[src/design/timer0_consts.vh]
/*
 * Constants for the prescaled 16-bit timer: register map, field positions,
 * reset values and timing figures.
 * Assumes inclusion by bare name from the design files and the bench.
 */
`ifndef TIMER0_CONSTS_VH
`define TIMER0_CONSTS_VH

// ------------------------------------------------------------
// Register byte addresses
// ------------------------------------------------------------
// Full five-bit width so the upper offsets do not fold onto the lower ones
`define ADDR_STATUS_CONTROL 5'h00
`define ADDR_COUNTER_LOW 5'h04
`define ADDR_COUNTER_HIGH 5'h08
`define ADDR_IRQ_STATUS 5'h0c
`define ADDR_IRQ_ENABLE 5'h10
`define ADDR_IRQ_CLEAR 5'h14
`define ADDR_IRQ_ACK 5'h18

// ------------------------------------------------------------
// Control field positions and reset values
// ------------------------------------------------------------
`define CTL_EDGE_BIT 6
`define CTL_SRC_BIT 5
`define CTL_PS_HI 4
`define CTL_PS_LO 1
`define CTL_RESET 8'h00
`define CTL_WMASK 8'h7e

// ------------------------------------------------------------
// Timing, prescaler limit and AXI response codes
// ------------------------------------------------------------
`define OSC_PER_INSTR 4
`define PS_MAX_CODE 4'h8
`define AXI_OKAY 2'b00
`define AXI_SLVERR 2'b10

`endif

[src/design/edge_prescaler.v]
/*
 * Programmable power-of-two prescaler: counts qualifying events and
 * toggles its output once per full division period, so every change of
 * the output level stands for one completed period.
 * Assumes events are one-cycle pulses synchronous to clk.
 */
`include "timer0_consts.vh"

module edge_prescaler #(
    parameter WIDTH = 8
) (
    // Clock and reset
    input wire clk,
    input wire rst_n,
    // Control
    input wire clear,
    input wire [3:0] ratio_code,
    input wire event_in,
    // Result
    output reg out_r,
    output reg bypass_r
);

    reg [WIDTH-1:0] count_r;
    reg [WIDTH-1:0] period_mask;

    // Division period minus one, as a mask
    always @*
    begin
        if (ratio_code >= `PS_MAX_CODE)
            period_mask = {WIDTH{1'b1}};
        else if (ratio_code == 4'h0)
            period_mask = {WIDTH{1'b0}};
        else
            period_mask = (({{(WIDTH-1){1'b0}}, 1'b1} << ratio_code) - 1'b1);
    end

    always @(posedge clk or negedge rst_n)
    begin
        if (!rst_n)
        begin
            count_r <= {WIDTH{1'b0}};
            out_r <= 1'b0;
            bypass_r <= 1'b1;
        end
        else
        begin
            bypass_r <= (ratio_code == 4'h0);
            // Level kept on clear: dropping it would fake one count step
            if (clear)
                count_r <= {WIDTH{1'b0}};
            else if (event_in)
            begin
                if ((count_r & period_mask) == period_mask)
                begin
                    count_r <= {WIDTH{1'b0}};
                    out_r <= ~out_r;
                end
                else
                    count_r <= count_r + 1'b1;
            end
        end
    end

endmodule

[src/design/timer0_prescaled_counter.v]
/*
 * Top of the prescaled 16-bit timer/counter with AXI4-Lite register slave.
 * Assumes a 40 MHz clk taken as the oscillator, the instruction cycle being
 * four clk periods, and an external count pin synchronous to clk.
 */
// Design decisions made here: the address map and register access over AXI4-Lite.
// Summary of operation
// - Source bit one selects instruction clock
// - Edge bit selects rising or falling pin
// - Four-bit code divides by powers of two
// - Sixteen-bit counter wraps from maximum to zero
// - Each wrap sets the overflow flag
// - Enable bit gates request, flag still sets
// - Interrupt vectoring clears flag automatically
// - Pin goes through prescaler, then synchroniser
// - Prescaler output sampled twice per instruction
// - Edge to increment takes four to five
// - Counter byte write clears prescaler
// - Written byte holds for following cycle
`include "timer0_consts.vh"

module timer0_prescaled_counter #(
    parameter PS_WIDTH = 8
) (
    // Clock and reset
    input wire clk,
    input wire rst_n,
    // Count pin and interrupt vectoring
    input wire external_count_pin,
    input wire irq_vector_ack,
    output reg irq_r,
    // AXI4-Lite write address
    input wire [4:0] s_axi_awaddr,
    input wire s_axi_awvalid,
    output reg s_axi_awready,
    // AXI4-Lite write data
    input wire [31:0] s_axi_wdata,
    input wire [3:0] s_axi_wstrb,
    input wire s_axi_wvalid,
    output reg s_axi_wready,
    // AXI4-Lite write response
    output reg [1:0] s_axi_bresp,
    output reg s_axi_bvalid,
    input wire s_axi_bready,
    // AXI4-Lite read address
    input wire [4:0] s_axi_araddr,
    input wire s_axi_arvalid,
    output reg s_axi_arready,
    // AXI4-Lite read data
    output reg [31:0] s_axi_rdata,
    output reg [1:0] s_axi_rresp,
    output reg s_axi_rvalid,
    input wire s_axi_rready
);

    // ------------------------------------------------------------
    // State
    // ------------------------------------------------------------
    reg [7:0] timer0_status_control_r;
    reg [7:0] counter_low_byte_r;
    reg [7:0] counter_high_byte_r;
    reg overflow_irq_flag_r;
    reg overflow_irq_enable_r;
    reg [1:0] phase_r;
    reg pin_d_r;
    reg hold_low_r;
    reg hold_high_r;
    reg samp1_r;
    reg samp2_r;
    reg [4:0] aw_addr_r;
    reg aw_have_r;
    reg [31:0] w_data_r;
    reg [3:0] w_strb_r;
    reg w_have_r;

    wire count_source_select = timer0_status_control_r[`CTL_SRC_BIT];
    wire count_edge_select = timer0_status_control_r[`CTL_EDGE_BIT];
    wire [3:0] prescale_ratio_field = timer0_status_control_r[`CTL_PS_HI:`CTL_PS_LO];

    // ------------------------------------------------------------
    // Instruction-cycle phase divider
    // ------------------------------------------------------------
    wire instr_tick = (phase_r == 2'd3);
    wire half_tick = phase_r[0];

    always @(posedge clk or negedge rst_n)
    begin
        if (!rst_n)
            phase_r <= 2'd0;
        else
            phase_r <= phase_r + 2'd1;
    end

    // ------------------------------------------------------------
    // Count event selection and prescaler
    // ------------------------------------------------------------
    wire pin_rise = external_count_pin & ~pin_d_r;
    wire pin_fall = ~external_count_pin & pin_d_r;
    wire pin_edge = count_edge_select ? pin_rise : pin_fall;
    wire raw_event = count_source_select ? instr_tick : pin_edge;

    wire write_fire;
    wire wr_low;
    wire wr_high;
    wire prescaler_output;
    wire ps_bypass;

    always @(posedge clk or negedge rst_n)
    begin
        if (!rst_n)
            pin_d_r <= 1'b0;
        else
            pin_d_r <= external_count_pin;
    end

    // Raw pin edges feed the prescaler directly, ahead of any sync
    edge_prescaler #(
        .WIDTH(PS_WIDTH)
    ) u_prescaler (
        .clk(clk),
        .rst_n(rst_n),
        .clear(wr_low | wr_high),
        .ratio_code(prescale_ratio_field),
        .event_in(raw_event),
        .out_r(prescaler_output),
        .bypass_r(ps_bypass)
    );

    // ------------------------------------------------------------
    // Synchroniser: two samples per instruction cycle
    // ------------------------------------------------------------
    // With 1:1 in external mode the pin edge itself toggles this level,
    // so the same edge detector serves both cases.
    reg bypass_lvl_r;
    always @(posedge clk or negedge rst_n)
    begin
        if (!rst_n)
            bypass_lvl_r <= 1'b0;
        else if (raw_event)
            bypass_lvl_r <= ~bypass_lvl_r;
    end

    wire ps_level = ps_bypass ? bypass_lvl_r : prescaler_output;

    always @(posedge clk or negedge rst_n)
    begin
        if (!rst_n)
        begin
            samp1_r <= 1'b0;
            samp2_r <= 1'b0;
        end
        else if (half_tick)
        begin
            samp1_r <= ps_level;
            samp2_r <= samp1_r;
        end
    end

    // Any change of the divided level is one full division period done;
    // latency from pin edge is 4 to 5 clk periods with this sampling.
    wire count_step = half_tick & (samp1_r != samp2_r);

    // ------------------------------------------------------------
    // AXI4-Lite write path
    // ------------------------------------------------------------
    assign write_fire = aw_have_r & w_have_r & ~s_axi_bvalid;
    assign wr_low = write_fire & (aw_addr_r == `ADDR_COUNTER_LOW) & w_strb_r[0];
    assign wr_high = write_fire & (aw_addr_r == `ADDR_COUNTER_HIGH) & w_strb_r[0];
    wire wr_ctl = write_fire & (aw_addr_r == `ADDR_STATUS_CONTROL) & w_strb_r[0];
    wire wr_en = write_fire & (aw_addr_r == `ADDR_IRQ_ENABLE) & w_strb_r[0];
    wire wr_clr = write_fire & (aw_addr_r == `ADDR_IRQ_CLEAR) & w_strb_r[0] & w_data_r[0];
    wire w_mapped = (aw_addr_r == `ADDR_STATUS_CONTROL) || (aw_addr_r == `ADDR_COUNTER_LOW) ||
                    (aw_addr_r == `ADDR_COUNTER_HIGH) || (aw_addr_r == `ADDR_IRQ_ENABLE) ||
                    (aw_addr_r == `ADDR_IRQ_CLEAR) || (aw_addr_r == `ADDR_IRQ_ACK);
    wire wr_ack = write_fire & (aw_addr_r == `ADDR_IRQ_ACK) & w_strb_r[0] & w_data_r[0];

    always @(posedge clk or negedge rst_n)
    begin
        if (!rst_n)
        begin
            aw_have_r <= 1'b0;
            aw_addr_r <= 5'h00;
            w_have_r <= 1'b0;
            w_data_r <= 32'h0000_0000;
            w_strb_r <= 4'h0;
            s_axi_awready <= 1'b0;
            s_axi_wready <= 1'b0;
            s_axi_bvalid <= 1'b0;
            s_axi_bresp <= `AXI_OKAY;
        end
        else
        begin
            s_axi_awready <= ~aw_have_r & ~s_axi_awready & s_axi_awvalid;
            s_axi_wready <= ~w_have_r & ~s_axi_wready & s_axi_wvalid;
            if (s_axi_awvalid & s_axi_awready)
            begin
                aw_have_r <= 1'b1;
                aw_addr_r <= s_axi_awaddr;
            end
            if (s_axi_wvalid & s_axi_wready)
            begin
                w_have_r <= 1'b1;
                w_data_r <= s_axi_wdata;
                w_strb_r <= s_axi_wstrb;
            end
            if (write_fire)
            begin
                s_axi_bvalid <= 1'b1;
                s_axi_bresp <= w_mapped ? `AXI_OKAY : `AXI_SLVERR;
            end
            else if (s_axi_bvalid & s_axi_bready)
            begin
                s_axi_bvalid <= 1'b0;
                aw_have_r <= 1'b0;
                w_have_r <= 1'b0;
            end
        end
    end

    // ------------------------------------------------------------
    // Control register and counter
    // ------------------------------------------------------------
    // A held or overwritten low byte passes no carry upward
    wire low_inc = count_step & ~hold_low_r & ~wr_low;
    wire [8:0] low_sum = {1'b0, counter_low_byte_r} + 9'h001;
    wire high_inc = low_inc & ~hold_high_r & ~wr_high & low_sum[8];
    wire wrap = high_inc & (counter_high_byte_r == 8'hff);

    always @(posedge clk or negedge rst_n)
    begin
        if (!rst_n)
        begin
            timer0_status_control_r <= `CTL_RESET;
            counter_low_byte_r <= 8'h00;
            counter_high_byte_r <= 8'h00;
            hold_low_r <= 1'b0;
            hold_high_r <= 1'b0;
        end
        else
        begin
            hold_low_r <= wr_low;
            hold_high_r <= wr_high;
            if (wr_ctl)
                timer0_status_control_r <= w_data_r[7:0] & `CTL_WMASK;
            if (wr_low)
                counter_low_byte_r <= w_data_r[7:0];
            else if (low_inc)
                counter_low_byte_r <= low_sum[7:0];
            if (wr_high)
                counter_high_byte_r <= w_data_r[7:0];
            else if (high_inc)
                counter_high_byte_r <= counter_high_byte_r + 8'h01;
        end
    end

    // ------------------------------------------------------------
    // Overflow flag and interrupt
    // ------------------------------------------------------------
    always @(posedge clk or negedge rst_n)
    begin
        if (!rst_n)
        begin
            overflow_irq_flag_r <= 1'b0;
            overflow_irq_enable_r <= 1'b0;
            irq_r <= 1'b0;
        end
        else
        begin
            if (wr_en)
                overflow_irq_enable_r <= w_data_r[0];
            // Set wins over a simultaneous clear so no wrap is lost
            if (wrap)
                overflow_irq_flag_r <= 1'b1;
            else if (irq_vector_ack | wr_ack | wr_clr)
                overflow_irq_flag_r <= 1'b0;
            irq_r <= (overflow_irq_flag_r | wrap) & overflow_irq_enable_r &
                     ~((irq_vector_ack | wr_ack) & ~wrap);
        end
    end

    // ------------------------------------------------------------
    // AXI4-Lite read path
    // ------------------------------------------------------------
    reg [31:0] rd_word;
    reg rd_ok;
    always @*
    begin
        rd_word = 32'h0000_0000;
        rd_ok = 1'b1;
        case (s_axi_araddr)
            `ADDR_STATUS_CONTROL: rd_word = {24'h000000, timer0_status_control_r};
            `ADDR_COUNTER_LOW: rd_word = {24'h000000, counter_low_byte_r};
            `ADDR_COUNTER_HIGH: rd_word = {24'h000000, counter_high_byte_r};
            `ADDR_IRQ_STATUS: rd_word = {31'h00000000, overflow_irq_flag_r};
            `ADDR_IRQ_ENABLE: rd_word = {31'h00000000, overflow_irq_enable_r};
            `ADDR_IRQ_CLEAR: rd_word = 32'h0000_0000;
            `ADDR_IRQ_ACK: rd_word = 32'h0000_0000;
            default: rd_ok = 1'b0;
        endcase
    end

    always @(posedge clk or negedge rst_n)
    begin
        if (!rst_n)
        begin
            s_axi_arready <= 1'b0;
            s_axi_rvalid <= 1'b0;
            s_axi_rdata <= 32'h0000_0000;
            s_axi_rresp <= `AXI_OKAY;
        end
        else
        begin
            s_axi_arready <= ~s_axi_arready & ~s_axi_rvalid & s_axi_arvalid;
            if (s_axi_arvalid & s_axi_arready)
            begin
                s_axi_rvalid <= 1'b1;
                s_axi_rdata <= rd_word;
                s_axi_rresp <= rd_ok ? `AXI_OKAY : `AXI_SLVERR;
            end
            else if (s_axi_rvalid & s_axi_rready)
                s_axi_rvalid <= 1'b0;
        end
    end

endmodule

[config.mk]
export PLATFORM = sky130hd
export DESIGN_NAME = timer0_prescaled_counter
export DESIGN_NICKNAME = d
export VERILOG_FILES = /design/src/design/edge_prescaler.v /design/src/design/timer0_prescaled_counter.v
export VERILOG_INCLUDE_DIRS = /design/src /design/src/design
export SDC_FILE = /design/constraint.sdc
export NUM_CORES = 1
export LEC_CHECK = 0
export ABC_AREA = 1
export BUFFER_PORTS_ARGS = -buffer_cell sky130_fd_sc_hd__clkbuf_2
export CAP_MARGIN = 20
export CELL_PAD_IN_SITES_DETAIL_PLACEMENT = 1
export CELL_PAD_IN_SITES_GLOBAL_PLACEMENT = 2
export CORE_ASPECT_RATIO = 1.2
export CORE_UTILIZATION = 33
export DETAILED_ROUTE_END_ITERATION = 10
export GPL_TIMING_DRIVEN = 1
export PLACE_DENSITY_LB_ADDON = 0.1
export SETUP_SLACK_MARGIN = 0.05
export SLEW_MARGIN = 20
export SYNTH_ARGS = -nofsm -noshare
export SYNTH_HDL_FRONTEND = slang
export SYNTH_SLANG_ARGS = --single-unit
[constraint.sdc]
create_clock -name clk -period 4.1 [get_ports clk]
set_input_delay 0.41 -clock clk [delete_from_list [all_inputs] [get_ports clk]]
set_output_delay 0.41 -clock clk [all_outputs]
set_load 0.01 [all_outputs]
==> impl_metrics.yaml <==
detailed_routing:
  drcViolationCount: 0
  first_pass_iters: 4
  ant_nets: 0
  viasPerCell: 4.63
  dr.first_iter.drc_count: 92
  vias: 3285
  avgRoutedWirePerCell_um: 14.6
  wl_um: 10400
cts:
  clk-insertion-delay-late_ps: 340
  cts.path.max_buffers: 2
  cts_made_buffers: 9
  cts.clk_slew.worst_paths_ps: 60
  cts_resized: 0
  cts_tree: "built"
  post-cts-setup-buffers: 0
  cts.sinks: 74
  cts_hold_buf: 0
  cts_root_buf: "clkbuf_16"
  htreeDepth: 3
timing:
  finClkSkew_ps: 7.63
  setup_tns_ps: 0
  timing.final.ws_setup_ps: 1860
  max_clock_freq_mhz: 447
  slew_viol_final: 0
  min_period_ps: 2240
  rsz0062_at_grt: "false"
  fin_crit_sh_pct: 54.6
  report.final.hold_viol_count: 0
  setup_viol: 0
  worst_slew_margin_rel_pct: 33.4
  tightest_slew_ps: 999
power:
  leakagePower_uw: 0.00230
  ir_drop_v: 0.000332
  power_density_nw_per_um2: 682
synthesis:
  synth_flop_cell: "dfrtp_1"
  async_reset_ff_share_pct: 100
  syn_inst: 497
  syn_avg_cell_area_sq_um: 8.11
  synth_enable_flop_cells: 0
  synthTopCellsByArea: "dfrtp_1 45%, nand2_1 12%, inv_1 5.6%"
  synth-seq-cells: 74
  synth.distinct_cells: 43
  syn-cell-area_sq_um: 4030
  yosysTopAreaCellShare_pct: 45.3
  yosys_warnings: 0
  ys_seq_area_share_pct: 46.0
  synth_top_area_cell: "dfrtp_1"
placement:
  dp_hpwl_um: 7810
  io_buffers: 43
  place_congestion: 0.805
  dp_slack_ps: 1840
  place_inst: 693
cells_and_area:
  instances_no_fill: 709
  fin_util_pct: 39.5
  n_antenna_cell: 0
  layout-drive-gt1-share_pct: 15.8
  fillCellCount: 1472
  area_growth_pct: 14.8
  fin_nets: 607
worst_setup_path:
  cp-start-kind: "flip-flop"
  crit_type: "reg -> reg"
  crit_arrival_ps: 2470
  crit_fanout: 7
  crit_path_end_kind: "flip-flop"
  cp_data_required_time_ps: 4330
global_routing:
  antenna_found_initial: 0
  grt_usage_pct: 18.3
  grt_pass1_vias: 3404
  grt_max_degree: 75
  grt_first_pass_wirelength_um: 17100
  grt-ovfl-total: 0
floorplan:
  rows: 43
  io_pins: 97
  initial_core_util_pct: 34.4
  die_y_um: 123
  core_sq_um: 11700
  die_w_um: 103
  dieArea_sq_um: 12700
status:
  outcome: "complete, no violations"
min_path:
  hold_path_class: "in -> reg"
job:
  maxCapViolations: 0
per-layer routing:
metal | up-vias | global-route usage [%] | part of all wire, %
met2 | 50 | 31.5 | 51
met3 | 15 | 3.11 | 2.5
met1 | 1575 | 22.2 | 45
met4 | 0 | 7.92 | 2.2
li1 | 1645 | - | -
met5 | - | 0 | 0
final cells by class:
cell class	instances	area, sq um	share of cell area [%]
repair buffers	43	218	4.70
inverters	66	253	5.46
clock inverters	5	55.1	1.19
flip-flops and latches	74	1850	40.0
well taps	157	196	4.24
clock buffers	11	243	5.24
multi-input cells	353	1810	39.1
synthesized netlist by cell type, types with 2 or more instances:
cell type  instances
nor4_1             2
nor3b_1            3
nor2_1            25
nor3_1             2
nand2_4            2
a21oi_1           12
ha_1               5
clkbuf_1           2
inv_1             60
nand3_1           43
nor2_2             5
o221ai_1           2
o21ai_1            4
o21ai_0           36
xnor2_1            4
nand3_2            4
dfrtp_1           73
nand2_1          134
inv_2              3
nand4_1            7
inv_4              2
o211ai_1           3
xor2_1            15
nor2_4             5
buf_4             26
worst paths after layout:
check,start,end,slack (ps),cells after the start
max reg2reg,timer0_status_control_r[3],u_prescaler.count_r[2],1860,12
min in group asynchronous,rst_n,s_axi_rresp[1],220,1
min,external_count_pin,pin_d_r,210,1
min reg2reg,s_axi_wready,s_axi_wready,450,1
max in group asynchronous,rst_n,aw_addr_r[2],3210,1
max,timer0_status_control_r[3],u_prescaler.count_r[2],1860,12
metrics by stage:
stage | hold WS, ps | instance area, sq um | total power, uW
floorplan | 114 | 4120 | 2010
global placement | 444 | 4330 | 2350
detailed placement | 451 | 4330 | 2390
CTS | 199 | 4630 | 3210
global route | 204 | 4630 | 3440
finish | 209 | 4630 | 3160
cell families (layout without fill, tap and decap cells):
kind of cell | count (synthesis) | after routing | share of synthesized area, %
DFF | 74 | 74 | 46.0
other | 1 | 26 | 0.0930
and+or+nand+nor | 239 | 239 | 27.8
xor gates and xnor gates | 19 | 19 | 4.13
buffers and inverters | 95 | 125 | 11.4
adders and majority gates | 5 | 5 | 1.55
AOI/OAI and AO/OA | 64 | 64 | 9.03
layout by cell type (no fill, tap or decap), types with 3 or more instances in the layout:
master,Yosys,routed
nand2_1,134,134
o211ai_1,3,3
nor2_4,5,5
nand3_1,43,43
nor3b_1,3,3
xor2_1,15,15
xnor2_1,4,4
o21ai_1,4,4
nor2_2,5,5
nand3_2,4,4
nand4_1,7,7
inv_1,60,60
dfrtp_1,73,73
ha_1,5,5
conb_1,1,26
a21oi_1,12,12
nor2_1,25,25
clkbuf_2,0,42
inv_2,3,3
o21ai_0,36,36
clkbuf_16,0,9
worst max-delay path: stages (launching register included):
cell	delay [ps]
dfrtp_1	470
nor2_2	210
nand2_1	170
ha_1	310
or2_1	230
nand2_1	70
nand2_1	60
nand2_1	80
inv_1	50
nor2_2	130
nand3_2	180
nand3_1	110
nand2_1	60
where the power goes:
group / switching, uW / total, uW / leakage, uW / internal, uW
clock network: 307 / 793 / 0.000142 / 486
registers: 289 / 1260 / 0.000961 / 974
logic: 716 / 1100 / 0.00120 / 385
total: 1310 / 3160 / 0.00230 / 1840
registers in the layout, summed over array words and instances (netlist names), 2 cells and up:
name	count
s_axi_rdata	8
u_prescaler.count_r	8
counter_high_byte_r	8
phase_r	2
w_data_r	8
timer0_status_control_r	6
aw_addr_r	5
counter_low_byte_r	8
(Power assumes the default switching activity.)
